File: config.mk
export PLATFORM = sky130hd
export DESIGN_NAME = svd_serial_dac
export DESIGN_NICKNAME = d
export VERILOG_FILES = /design/src/svd_pkg.sv /design/src/svd_pins_if.sv /design/src/svd_pin_sync.sv /design/src/svd_serial_dac.sv
export SDC_FILE = /design/constraint.sdc
export NUM_CORES = 1
export LEC_CHECK = 0
export ABC_AREA = 1
export BUFFER_PORTS_ARGS = -buffer_cell sky130_fd_sc_hd__buf_4
export CELL_PAD_IN_SITES_DETAIL_PLACEMENT = 1
export CELL_PAD_IN_SITES_GLOBAL_PLACEMENT = 2
export CORE_MARGIN = 3
export CORE_UTILIZATION = 31
export CTS_CLUSTER_SIZE = 8
export DETAILED_ROUTE_END_ITERATION = 6
export PLACE_DENSITY = 0.91
export SKIP_CTS_REPAIR_TIMING = 1
export SLEW_MARGIN = 20
export SYNTH_ARGS = -nofsm -noshare
export SYNTH_HDL_FRONTEND = slang
export SYNTH_SLANG_ARGS = --single-unit
File: constraint.sdc
create_clock -name ref_clk -period 1.6 [get_ports ref_clk]
set_input_delay 0.16 -clock ref_clk [delete_from_list [all_inputs] [get_ports ref_clk]]
set_output_delay 0.16 -clock ref_clk [all_outputs]
set_load 0.005 [all_outputs]
File: src/svd_pkg.sv
package svd_pkg;

    // ------------------------------------------------------------
    // Frame and code sizes
    // ------------------------------------------------------------
    localparam int FRAME_BITS = 16;
    localparam int CODE_BITS = 14;
    localparam int CNT_W = 4;
    localparam logic [CNT_W-1:0] LAST_BIT = 4'hF;
    localparam int PAD_BITS = FRAME_BITS - CODE_BITS;

    // ------------------------------------------------------------
    // Pin synchroniser lanes
    // ------------------------------------------------------------
    localparam int PIN_COUNT = 7;
    localparam int PIN_SEL = 0;
    localparam int PIN_SYNC = 1;
    localparam int PIN_DATA = 2;
    localparam int PIN_SCLK = 3;
    localparam int PIN_ORDER = 4;
    localparam int PIN_ALIGN = 5;
    localparam int PIN_LOAD = 6;
    localparam logic [PIN_COUNT-1:0] PIN_RESET = 7'h7F;

    // ------------------------------------------------------------
    // Register map (byte addresses, word aligned)
    // ------------------------------------------------------------
    localparam int ADR_W = 8;
    localparam logic [ADR_W-1:0] OFS_CTRL = 8'h00;
    localparam logic [ADR_W-1:0] OFS_STATUS = 8'h04;
    localparam logic [ADR_W-1:0] OFS_INPUT = 8'h08;
    localparam logic [ADR_W-1:0] OFS_DAC = 8'h0C;
    localparam logic [ADR_W-1:0] OFS_FRAMES = 8'h10;

    localparam int CTRL_EN_BIT = 0;
    localparam logic CTRL_EN_RESET = 1'b1;
    localparam logic [CODE_BITS-1:0] LATCH_RESET = 14'h0000;
    localparam int FRAMES_W = 16;

    // STATUS field positions
    localparam int ST_STATE_LSB = 0;
    localparam int ST_CNT_LSB = 4;
    localparam int ST_ORDER_BIT = 8;
    localparam int ST_ALIGN_BIT = 9;
    localparam int ST_LOAD_BIT = 10;
    localparam int ST_SEL_BIT = 11;

    typedef enum logic [2:0] {
        SVD_IDLE = 3'b001,
        SVD_SHIFT = 3'b010,
        SVD_DONE = 3'b100
    } svd_state_t;

endpackage

File: src/svd_pins_if.sv
`timescale 1ns/1ps
`default_nettype none
interface svd_pins_if;
    import svd_pkg::*;
    logic [PIN_COUNT-1:0] level;
    logic [PIN_COUNT-1:0] fall;
    modport src(output level, output fall);
    modport dst(input level, input fall);
endinterface
`default_nettype wire

File: src/svd_pin_sync.sv
`timescale 1ns/1ps
`default_nettype none
module svd_pin_sync
    import svd_pkg::*;
(
    // Clock and reset
    input wire logic ref_clk,
    input wire logic rst_n,
    // Raw pins
    input wire logic [PIN_COUNT-1:0] raw,
    // Synchronised levels and falling edges
    svd_pins_if.src pins
);
    genvar i;
    generate
        for (i = 0; i < PIN_COUNT; i++) begin : g_lane
            logic meta;
            logic stable;
            logic prev;
            // First stage feeds only the second
            always_ff @(posedge ref_clk or negedge rst_n) begin
                if (!rst_n) begin
                    meta <= PIN_RESET[i];
                    stable <= PIN_RESET[i];
                    prev <= PIN_RESET[i];
                end else begin
                    meta <= raw[i];
                    stable <= meta;
                    prev <= stable;
                end
            end
            assign pins.level[i] = stable;
            assign pins.fall[i] = prev & ~stable;
        end
    endgenerate
endmodule
`default_nettype wire

File: src/svd_serial_dac.sv
// How it works
// - Each word arrives as exactly sixteen serial bits.
// - Data is sampled on each falling shift-clock edge.
// - Frame sync low opens a frame of the next sixteen falling edges.
// - Only fourteen of sixteen bits reach the input latch.
// - Order 0, align 0: bits one, two dropped; bit three LSB.
// - Order 0, align 1: bit one LSB, bit fourteen MSB, last two dropped.
// - Order 1, align 0: bits one, two dropped; bit three MSB.
// - Order 1, align 1: bit one MSB, bit fourteen LSB, last two dropped.
// - Falling load strobe copies input latch into DAC latch.
// - Load strobe held low: transfer on sixteenth falling shift edge.
// - Load strobe falling mid-frame does not update on that edge.
// - Strobe falling mid-frame and still low at end: update at sixteenth edge.
// - Strobe falling mid-frame, high again before end: no update.
// - DAC latch holds a two's complement code, -8192 to +8191.
// - Strobe low at the sixteenth edge: input latch write and DAC transfer happen together.
//
// The address map and the Wishbone register port were chosen for this implementation.
`timescale 1ns/1ps
`default_nettype none
module svd_serial_dac
    import svd_pkg::*;
(
    // Clock and reset
    input wire logic ref_clk,
    input wire logic rst_n,
    // Wishbone slave
    input wire logic wb_cyc_i,
    input wire logic wb_stb_i,
    input wire logic wb_we_i,
    input wire logic [ADR_W-1:0] wb_adr_i,
    input wire logic [31:0] wb_dat_i,
    input wire logic [3:0] wb_sel_i,
    output logic [31:0] wb_dat_o,
    output logic wb_ack_o,
    // Serial pins from the host
    input wire logic serial_select_n,
    input wire logic frame_sync_n,
    input wire logic top_bit_or_serial_in,
    input wire logic bit12_or_shift_clock,
    input wire logic bit11_or_order_strap,
    input wire logic bit10_or_align_strap,
    input wire logic output_load_strobe_n,
    // Converter side
    output logic signed [CODE_BITS-1:0] dac_code,
    output logic dac_update
);

    // ------------------------------------------------------------
    // Pin synchronisation
    // ------------------------------------------------------------
    svd_pins_if pins ();
    logic [PIN_COUNT-1:0] raw;

    always_comb begin
        raw = '0;
        raw[PIN_SEL] = serial_select_n;
        raw[PIN_SYNC] = frame_sync_n;
        raw[PIN_DATA] = top_bit_or_serial_in;
        raw[PIN_SCLK] = bit12_or_shift_clock;
        raw[PIN_ORDER] = bit11_or_order_strap;
        raw[PIN_ALIGN] = bit10_or_align_strap;
        raw[PIN_LOAD] = output_load_strobe_n;
    end

    svd_pin_sync u_sync (
        .ref_clk(ref_clk),
        .rst_n(rst_n),
        .raw(raw),
        .pins(pins)
    );

    logic sclk_fall;
    logic load_fall;
    logic sync_low;
    logic load_low;
    logic data_bit;
    logic serial_on;
    logic enable;

    assign sclk_fall = pins.fall[PIN_SCLK];
    assign load_fall = pins.fall[PIN_LOAD];
    assign sync_low = ~pins.level[PIN_SYNC];
    assign load_low = ~pins.level[PIN_LOAD];
    assign data_bit = pins.level[PIN_DATA];
    assign serial_on = enable & ~pins.level[PIN_SEL];

    // ------------------------------------------------------------
    // Bit placement
    // ------------------------------------------------------------
    // First frame bit ends up in sr[FRAME_BITS-1]
    function automatic logic [CODE_BITS-1:0] place_bits(
        input logic [FRAME_BITS-1:0] sr,
        input logic order,
        input logic align
    );
        logic [CODE_BITS-1:0] win;
        logic [CODE_BITS-1:0] rev;
        win = align ? sr[FRAME_BITS-1:PAD_BITS] : sr[CODE_BITS-1:0];
        rev = '0;
        for (int i = 0; i < CODE_BITS; i++) begin
            rev[i] = win[CODE_BITS-1-i];
        end
        return order ? win : rev;
    endfunction

    // ------------------------------------------------------------
    // Frame sequencer
    // ------------------------------------------------------------
    svd_state_t state;
    logic [CNT_W-1:0] bit_cnt;
    logic [FRAME_BITS-1:0] shreg;
    logic [FRAME_BITS-1:0] next_shreg;
    logic frame_end;

    assign next_shreg = {shreg[FRAME_BITS-2:0], data_bit};
    assign frame_end = (state == SVD_SHIFT) && sclk_fall && (bit_cnt == LAST_BIT);

    always_ff @(posedge ref_clk or negedge rst_n) begin
        if (!rst_n) begin
            state <= SVD_IDLE;
        end else begin
            case (state)
                SVD_IDLE: begin
                    if (serial_on && sync_low) begin
                        state <= SVD_SHIFT;
                    end
                end
                // Sync released early drops the partial word
                SVD_SHIFT: begin
                    if (!sync_low || !serial_on) begin
                        state <= SVD_IDLE;
                    end else if (frame_end) begin
                        state <= SVD_DONE;
                    end
                end
                SVD_DONE: begin
                    if (!sync_low) begin
                        state <= SVD_IDLE;
                    end
                end
                default: begin
                    state <= SVD_IDLE;
                end
            endcase
        end
    end

    always_ff @(posedge ref_clk or negedge rst_n) begin
        if (!rst_n) begin
            bit_cnt <= '0;
            shreg <= '0;
        end else if (state != SVD_SHIFT) begin
            bit_cnt <= '0;
        end else if (sclk_fall) begin
            shreg <= next_shreg;
            bit_cnt <= bit_cnt + 4'h1;
        end
    end

    // ------------------------------------------------------------
    // Input and DAC latches
    // ------------------------------------------------------------
    logic [CODE_BITS-1:0] input_latch;
    logic [CODE_BITS-1:0] next_code;
    logic order_seen;
    logic align_seen;

    assign order_seen = pins.level[PIN_ORDER];
    assign align_seen = pins.level[PIN_ALIGN];
    assign next_code = place_bits(next_shreg, order_seen, align_seen);

    always_ff @(posedge ref_clk or negedge rst_n) begin
        if (!rst_n) begin
            input_latch <= LATCH_RESET;
        end else if (frame_end) begin
            input_latch <= next_code;
        end
    end

    always_ff @(posedge ref_clk or negedge rst_n) begin
        if (!rst_n) begin
            dac_code <= LATCH_RESET;
            dac_update <= 1'b0;
        end else begin
            dac_update <= 1'b0;
            if (frame_end && load_low) begin
                dac_code <= next_code;
                dac_update <= 1'b1;
            end else if (load_fall && state != SVD_SHIFT) begin
                dac_code <= input_latch;
                dac_update <= 1'b1;
            end
            // strobe high at frame end: nothing
        end
    end

    // ------------------------------------------------------------
    // Frame counter
    // ------------------------------------------------------------
    logic [FRAMES_W-1:0] frames;

    always_ff @(posedge ref_clk or negedge rst_n) begin
        if (!rst_n) begin
            frames <= '0;
        end else if (frame_end) begin
            frames <= frames + 16'h0001;
        end
    end

    // ------------------------------------------------------------
    // Wishbone slave
    // ------------------------------------------------------------
    logic req;
    logic [31:0] rdata;

    assign req = wb_cyc_i & wb_stb_i;

    always_comb begin
        rdata = 32'h0000_0000;
        case (wb_adr_i & ~8'h03)
            OFS_CTRL: begin
                rdata[CTRL_EN_BIT] = enable;
            end
            OFS_STATUS: begin
                rdata[ST_STATE_LSB +: 3] = state;
                rdata[ST_CNT_LSB +: CNT_W] = bit_cnt;
                rdata[ST_ORDER_BIT] = order_seen;
                rdata[ST_ALIGN_BIT] = align_seen;
                rdata[ST_LOAD_BIT] = load_low;
                rdata[ST_SEL_BIT] = ~pins.level[PIN_SEL];
            end
            OFS_INPUT: begin
                rdata[CODE_BITS-1:0] = input_latch;
            end
            OFS_DAC: begin
                rdata = 32'(dac_code);
            end
            OFS_FRAMES: begin
                rdata[FRAMES_W-1:0] = frames;
            end
            default: begin
                rdata = 32'h0000_0000;
            end
        endcase
    end

    // One wait state; data and ack both registered
    always_ff @(posedge ref_clk or negedge rst_n) begin
        if (!rst_n) begin
            wb_ack_o <= 1'b0;
            wb_dat_o <= 32'h0000_0000;
        end else begin
            wb_ack_o <= req & ~wb_ack_o;
            if (req && !wb_ack_o && !wb_we_i) begin
                wb_dat_o <= rdata;
            end
        end
    end

    // Write lands on the edge where the master sees ack
    always_ff @(posedge ref_clk or negedge rst_n) begin
        if (!rst_n) begin
            enable <= CTRL_EN_RESET;
        end else if (req && wb_ack_o && wb_we_i && wb_sel_i[0]
                     && (wb_adr_i & ~8'h03) == OFS_CTRL) begin
            enable <= wb_dat_i[CTRL_EN_BIT];
        end
    end

endmodule
`default_nettype wire

-- Word-level counts from Yosys, hierarchy flattened
Index checks and enable logic that the tools add are counted.
- bits in registers: 117
- input bits: 56
- output and inout bits: 48
- logic and storage cells: 91
- add/subtract/negate cells: 2
- equality and inequality tests: 12
- multiplexer cells: 20
- bitwise logic cells: 11
- reduce and logical (&&, ||, !) cells: 20
- operator list (operator ; count):
    2-to-1 mux 14 bit ; 4
    case mux 8 bit (4 select lines) ; 1
    adder 16 x 1 -> 16 bit (second input constant) ; 1
    2-to-1 mux 16 bit ; 1
    == test 6 x 2 -> 1 bit (second input constant) ; 2
    2-to-1 mux 3 bit ; 4
    logical AND 1 bit ; 11
    case mux 3 bit (3 select lines) ; 1
    zero test 8 bit ; 1
    2-to-1 mux 4 bit ; 2
    case mux 2 bit (4 select lines) ; 1
    == test 6 x 1 -> 1 bit (second input constant) ; 1
    == test 6 x 3 -> 1 bit (second input constant) ; 1
    inequality test 3 x 2 -> 1 bit (second input constant) ; 2
    NOT 1 bit ; 6
    case mux 2 bit (3 select lines) ; 1
    AND 1 bit ; 5
    case mux 1 bit (5 select lines) ; 1
    adder 4 x 1 -> 4 bit (second input constant) ; 1
    == test 4 bit (second input constant) ; 1
    case mux 2 bit (2 select lines) ; 1
    nonzero test 2 bit ; 2
    == test 3 x 1 -> 1 bit (second input constant) ; 1
    == test 3 x 2 -> 1 bit (second input constant) ; 1
    other kinds (9) ; 12

-- Logic depth before layout (Yosys ltp)
Gate-level depths: netlist (run 1).
- depth after elaboration: 7
- gate-level depth with buffers: 11

-- By module
From an unflattened synthesis (run 1), not the netlist that was laid out.
- cells, all modules: 734
- area total of the unflattened synthesis: 5624.1 um2
- modules (own cells, without submodules) (module ; times used ; cells an instance ; area each (um2) ; sequential area each (um2)):
    svd_serial_dac ; 1 ; 692 ; 4949.7 ; 2154.6
    svd_pin_sync ; 1 ; 42 ; 674.4 ; 551.8

-- Worst setup path after synthesis (run 1)
OpenSTA, ideal clock, no wires.
- path kind: register -> register
- start point: register u_sync.g_lane[3].prev
- end point: register frames[5]
- arrival: 1.336 ns
- data required time: 1.479 ns
- slack: 0.142 ns
- cell stages (with the launch flop): 9
- cell sequence: dfstp_2 > nand2_1 > nor2_4 > buf_6 > nand2_4 > inv_4 > buf_6 > nand2_1 > xor2_1
- word-level cells in the longest chain between the ends: 3
- ends and longest elaborated chain (what ; line ; RTL):
    from (decl) ; svd_pin_sync.sv:19 ; logic prev;
    from (signal assigned) ; svd_pin_sync.sv:25 ; prev <= PIN_RESET[i];
    from (signal assigned) ; svd_pin_sync.sv:29 ; prev <= stable;
    AND 1 bit ; svd_pin_sync.sv:33 ; assign pins.fall[i] = prev & ~stable;
    logical AND 1 bit (2 in series) ; svd_serial_dac.sv:117 ; assign frame_end = (state == SVD_SHIFT) && sclk_fall && (bit_cnt == LAST_BIT);
    to (signal assigned) ; svd_serial_dac.sv:207 ; frames <= frames + 16'h0001;
    to (decl) ; svd_serial_dac.sv:201 ; logic [FRAMES_W-1:0] frames;
No other way between the ends.
A chain may end at the register's enable or synchronous reset.

-- Final worst setup path (run 1)
- start point: register bit_cnt[0]
- end point: register dac_code[9]
- word-level cells in the longest chain between the ends: 4
- ends and longest elaborated chain (what ; line ; RTL):
    from (decl) ; svd_serial_dac.sv:111 ; logic [CNT_W-1:0] bit_cnt;
    from (signal assigned) ; svd_serial_dac.sv:157 ; bit_cnt <= bit_cnt + 4'h1;
    == test 4 bit (*) ; svd_serial_dac.sv:117 ;
    logical AND 1 bit (*) ; svd_serial_dac.sv:117 ;
    logical AND 1 bit (*) ; svd_serial_dac.sv:187 ; if (frame_end && load_low) begin
    2-to-1 mux 14 bit / nonzero test 2 bit (equally long branches) ; -- ;
    to (signal assigned) ; svd_serial_dac.sv:188 ; dac_code <= next_code;
    to (signal assigned) ; svd_serial_dac.sv:191 ; dac_code <= input_latch;
    to (decl) ; svd_serial_dac.sv:45 ; output logic signed [CODE_BITS-1:0] dac_code,
Mark *: on every way between the ends. The rest lies on a longest branch, timed or not.

==> impl_metrics.json, run 1 <==
{
  "status": "finished, final reports clean",
  "wl_per_cell_um": 14.6,
  "initial_core_util_pct": 31.8,
  "vias_per_cell": 4.53,
  "irDropWorstVdd_mv": 0.539,
  "hold_viol_final": 0,
  "place_inst": 972,
  "timing.slew.headroom_pct": 68.4,
  "required_ps": 1900,
  "synth_cell_types": 29,
  "syn-num-nets": 758,
  "io_buffers": 67,
  "grt_antenna_before_repair": 0,
  "dp_slack_ps": 45.0,
  "numCtsBuffers": 9,
  "crit_type": "register to register",
  "vias": 4513,
  "synth.ff_latch_count": 102,
  "tightest_slew_ps": 473,
  "drc_errors": 0,
  "syn_area_um2": 5290,
  "rows": 47,
  "min_path_type": "primary input to register",
  "rsz0062_at_grt": "no",
  "synthCells": 700,
  "drv_cap": 0,
  "nNetsFinal": 829,
  "dr.pass1.iters": 4,
  "die_w_um": 137,
  "layout_commonest_cell": "nand2_1",
  "coreArea_um2": 16600,
  "antenna_cells": 0,
  "routed_wl_mm": 14.6,
  "first_global_vias": 4763,
  "cts_root_buf": "clkbuf_16",
  "crit_arrival_ps": 1770,
  "post-route-min-period_ps": 1470,
  "design.die.area_um2": 18700,
  "max_freq_mhz": 678,
  "cts_tree": "yes",
  "clock_skew_ps": 8.54,
  "path_max_fanout": 13,
  "cts_buffer_depth": 2,
  "finalCritPeriodShare_pct": 92.1,
  "drv_slew": 0,
  "seqCellArea_um2": 2570,
  "grt_overflow": 0,
  "drive_gt1_share_pct": 21.1,
  "die_h_um": 137,
  "gp_congestion": 0.875,
  "drt_iter0_drc": 193,
  "n_fill_cell": 2032,
  "start_kind": "register",
  "antenna_left": 0,
  "cts_max_level": 3,
  "worst_slack_ps": 126,
  "area_delta_synth_final_pct": 21.5,
  "clk_latency_ps": 360,
  "synth.yosys.seq_area_share_pct": 48.7,
  "setup_viol": 0,
  "whs_ps": 11.5,
  "leakage_nw": 3.21,
  "stdcell_count": 996,
  "grt_pass1_wl_mm": 24.4,
  "multi_input_area_um2": 2160,
  "power.density_nw_per_um2": 861,
  "most-common-layout-cells": "nand2_1, buf_4, dfrtp_1, inv_1, nor2_1",
  "grtUsageTotal_pct": 16.7,
  "ios": 104,
  "utilization_pct": 38.6,
  "syn_area_per_cell_um2": 7.56,
  "clk_pin_slew_ps": 70,
  "setup_tns_ps": 0,
  "synth_warnings": 0,
  "place.detailed.hpwl_mm": 11.3,
  "cts.sinks": 102,
  "crit_path_end_kind": "register",
  "grt_max_degree": 31
}
kinds of logic (layout without fill, tap and decap cells):
family / Yosys count / count (layout) / synth area share [%]
and+or+nand+nor: 426 / 426 / 34.5
buffers and inverters: 117 / 193 / 10.6
DFF: 102 / 102 / 48.7
AOI/OAI and AO/OA: 44 / 44 / 4.26
xor gates and xnor gates: 9 / 9 / 1.49
adders and majority gates: 2 / 2 / 0.473
metrics by stage:
step | instance area, um2 | power [mW]
after global routing | 6430 | 5.83
final | 6430 | 5.53
after global placement | 6040 | 3.38
after CTS | 6330 | 5.62
after floorplan | 5290 | 3.12
after detailed placement | 6040 | 3.39
synthesized netlist by cell type:
master / number / area, um2
nand2_1: 266 / 998
dfrtp_1: 84 / 2100
inv_1: 73 / 274
nor2_1: 68 / 255
o21ai_0: 40 / 200
nand4_1: 30 / 188
nand2_2: 25 / 156
nand3_1: 25 / 125
dfstp_2: 18 / 473
buf_4: 16 / 120
buf_2: 11 / 55.1
clkbuf_1: 10 / 37.5
xor2_1: 8 / 70.1
buf_6: 4 / 45.0
nor2_2: 4 / 25.0
nor3_1: 3 / 15.0
a21oi_1: 2 / 10.0
ha_1: 2 / 25.0
a211oi_1: 1 / 7.51
buf_12: 1 / 20.0
inv_2: 1 / 3.75
inv_4: 1 / 6.26
nand2_4: 1 / 11.3
nand3_2: 1 / 10.0
nand3_4: 1 / 17.5
nor2_4: 1 / 11.3
nor3_2: 1 / 10.0
o31ai_1: 1 / 7.51
xnor2_1: 1 / 8.76
power breakdown:
part	internal (mW)	switching, mW
registers	2.70	0.0667
clock network	1.21	0.972
logic	0.214	0.372
critical path, cell delays in order, from the launching register on:
cell and delay [ps]:
dfrtp_1 390, ha_1 220, nand3_1 80, inv_1 80, nand2_4 120, buf_6 200
nand2_1 90, nand2_2 80, nand2_1 80, nand2_1 70
metal layers:
layer | global-route usage (%) | vias up | share of wire, %
li1 | - | 2293 | -
met2 | 28.0 | 59 | 48
met3 | 3.42 | 16 | 3.4
met4 | 5.21 | 0 | 1.6
met5 | 0 | - | 0
met1 | 21.7 | 2145 | 47
flip-flops by register name, indices dropped and copies added, names as in the netlist, 2 cells and up:
name,cells
bit_cnt,4
dac_code,14
frames,16
input_latch,14
shreg,15
state,3
u_sync.g_lane.meta,7
u_sync.g_lane.prev,2
u_sync.g_lane.stable,7
wb_dat_o,17
final cells by class:
cell class | count | area share, %
flip-flops and latches | 102 | 40.1
multi-input cells | 481 | 33.6
repair buffers | 102 | 13.1
inverters | 75 | 4.50
well taps | 220 | 4.28
clock buffers | 12 | 3.68
clock inverters | 4 | 0.779
worst paths after layout:
path / end / slack [ps] / cells past startpoint / from
min reg2reg: u_sync.g_lane[5].stable / 360 / 0 / u_sync.g_lane[5].meta
max: dac_code[9] / 130 / 9 / bit_cnt[0]
max in group asynchronous: u_sync.g_lane[4].meta / 750 / 3 / rst_n
min: enable / 10 / 3 / wb_dat_i[0]
min in group asynchronous: frames[9] / 220 / 2 / rst_n
max reg2reg: dac_code[9] / 130 / 9 / bit_cnt[0]
(Power assumes the default switching activity.)
==> run 2, diff against run 1 <==
- ABC_AREA: 1 -> not set
- CORE_UTILIZATION: 31 -> 34
- MAX_ROUTING_LAYER: not set -> met4
==> impl_metrics.json, run 2 <==
{
  "syn_area_um2": 4710,
  "status": "finished with violations",
  "largest_reg_flops": 17,
  "drc_errors": 0,
  "p_sw_mw": 1.32,
  "synth_edf_count": 0,
  "cp_top_family": "simple AND/OR/NAND/NOR gates",
  "synth_top_area_cell": "dfrtp_1",
  "crit_type": "register to register",
  "finalCritPeriodShare_pct": 114,
  "ios": 104,
  "min_path_type": "primary input to register",
  "area_delta_synth_final_pct": 33.9,
  "drive_gt1_share_pct": 36.3,
  "top_register": "wb_dat_o",
  "wl_per_cell_um": 18.7,
  "clk_latency_ps": 360,
  "cts_buffer_depth": 2,
  "start_kind": "register",
  "io_buffers": 67,
  "min_to": "enable",
  "synth_cell_types": 42,
  "r2r-start": "state[2]",
  "r2r_cells": 5,
  "hold_viol_final": 0,
  "violations": "negative setup slack",
  "dr.pass1.iters": 7,
  "p_comb_share_pct": 8.2,
  "drv_cap": 0,
  "nNetsFinal": 604,
  "vias_per_cell": 5.27,
  "n_fill_cell": 1460,
  "synthTopCellsByArea": "dfrtp_1, dfstp_2, mux2_2",
  "r2r-end": "input_latch[9]",
  "grt_max_degree": 42,
  "seqCellArea_um2": 2570,
  "path_cells": "or3b_4, or3_4, buf_6, clkbuf_16, o21ai_0",
  "antenna_cells": 0,
  "cp_num_buf_inv": 2,
  "worst_slack_ps": -230,
  "antenna_left": 0,
  "design.die.area_um2": 15300,
  "place.detailed.hpwl_mm": 9.67,
  "cts_tree": "yes",
  "intPower_mw": 4.28,
  "synth.most_common_cell": "dfrtp_1",
  "ys_async_sr_fraction_pct": 100,
  "layout_commonest_cell": "buf_4",
  "die_w_um": 124,
  "cts.sinks": 102,
  "setup_tns_ps": -5250,
  "ys_top_cells_by_count": "dfrtp_1, nand2_1, o21ai_0, nor2_1, a22oi_1",
  "syn_area_per_cell_um2": 10.7,
  "grt_pass1_wl_mm": 21.4,
  "syn-num-nets": 499,
  "worstHoldStart": "wb_dat_i[0]",
  "coreArea_um2": 13400,
  "synthCells": 441,
  "gp_congestion": 0.843,
  "swShare_pct": 23.5,
  "stdcell_count": 727,
  "cts_root_buf": "clkbuf_16",
  "leakage_nw": 2.93,
  "pwr-share-seq_pct": 49.2,
  "most-common-layout-cells": "buf_4, dfrtp_1, nand2_1, o21ai_0, a22oi_1",
  "post-route-min-period_ps": 1830,
  "drv_slew": 0,
  "netlist.area_leader.share_pct": 44.6,
  "cpMaxStageDelayCell": "or3b_4",
  "routed_wl_mm": 13.6,
  "rrSetupSlack_ps": -230,
  "setup_viol": 35,
  "grtUsageTotal_pct": 18.9,
  "required_ps": 1850,
  "die_h_um": 124,
  "synth.yosys.seq_area_share_pct": 54.7,
  "top_regs": "wb_dat_o x17, frames x16, shreg x15",
  "first_global_vias": 4009,
  "vias": 3834,
  "rows": 42,
  "timing.slew.headroom_pct": 70.1,
  "crit_arrival_ps": 2080,
  "grt_overflow": 0,
  "multi_input_area_um2": 1950,
  "clk_pin_slew_ps": 70,
  "power.density_nw_per_um2": 889,
  "holdPathStages": 2,
  "crit_path_end_kind": "register",
  "synth_warnings": 0,
  "synth.ff_latch_count": 102,
  "cts_max_level": 3,
  "clock_skew_ps": 8.12,
  "initial_core_util_pct": 35.1,
  "grt_antenna_before_repair": 0,
  "power_frac_clock_pct": 42.7,
  "irDropWorstVdd_mv": 0.724,
  "rsz0062_at_grt": "yes",
  "synth_ff_type": "dfrtp_1",
  "cpPeakStageDelay_ps": 430,
  "place_inst": 698,
  "numCtsBuffers": 9,
  "tightest_slew_ps": 445,
  "path_max_fanout": 14,
  "drt_iter0_drc": 357,
  "max_freq_mhz": 547
}
[run 2: final cells by class]
type,instances,share of cell area [%]
tap,176,3.49
clock inverter,7,1.55
inverter,20,1.19
clock buffer,9,3.57
multi-input combinational,283,30.9
sequential,102,40.8
timing repair buffer,130,18.4
[run 2: worst max-delay path by stage]
stage               start         endpoint  slack [ps]  depth (start not counted)
2_1_floorplan    state[1]        frames[5]        -390                          6
3_3_place_gp     state[0]  input_latch[12]        -190                          6
3_5_place_dp     state[0]      dac_code[7]        -270                          5
4_1_cts          state[0]      dac_code[7]        -300                          5
5_1_grt        bit_cnt[0]      dac_code[4]        -300                          7
6_report         state[2]   input_latch[9]        -230                          5
[run 2: cells by family after synthesis]
group           share of synthesized area [%]
compound gates                           14.0
mux                                      7.41
simple gates                             13.9
flops                                    54.7
buf+inv                                  5.79
xor+xnor                                 3.69
fa+ha+maj                               0.531
[run 2: through the flow]
step | util (%) | setup slack (ps) | total power, mW | area (um2) | hold slack, ps
2_1_floorplan | - | -389 | 2.93 | 4730 | -136
3_3_place_gp | 42.7 | -191 | 3.23 | 5720 | 106
3_5_place_dp | 42.7 | -269 | 3.25 | 5720 | 109
5_1_grt | 47.0 | -303 | 5.83 | 6300 | 50.9
6_report | 47.0 | -230 | 5.60 | 6300 | 59.4
4_1_cts | 45.1 | -297 | 5.64 | 6040 | -273
[run 2: power by group through the flow]
stage	Clock [mW]	Combinational, mW	Sequential, mW
after global placement	0	0.430	2.80
final	2.39	0.457	2.76
after detailed placement	0	0.446	2.80
after CTS	2.44	0.447	2.76
after floorplan	0	0.161	2.77
after global routing	2.55	0.512	2.76
[run 2: metal layers]
layer,share of wire (%),global-route usage (%),up-vias
met3,4.7,4.45,15
li1,-,-,1779
met1,42,23.5,1954
met2,52,30.8,86
met4,1.3,5.88,0
met5,0,-,-
[run 2: worst register-to-register path: stages, from the launching register on]
cell       delay (ps)
dfrtp_1           380
or3b_4            430
or3_4             350
buf_6             150
clkbuf_16         170
o21ai_0           250
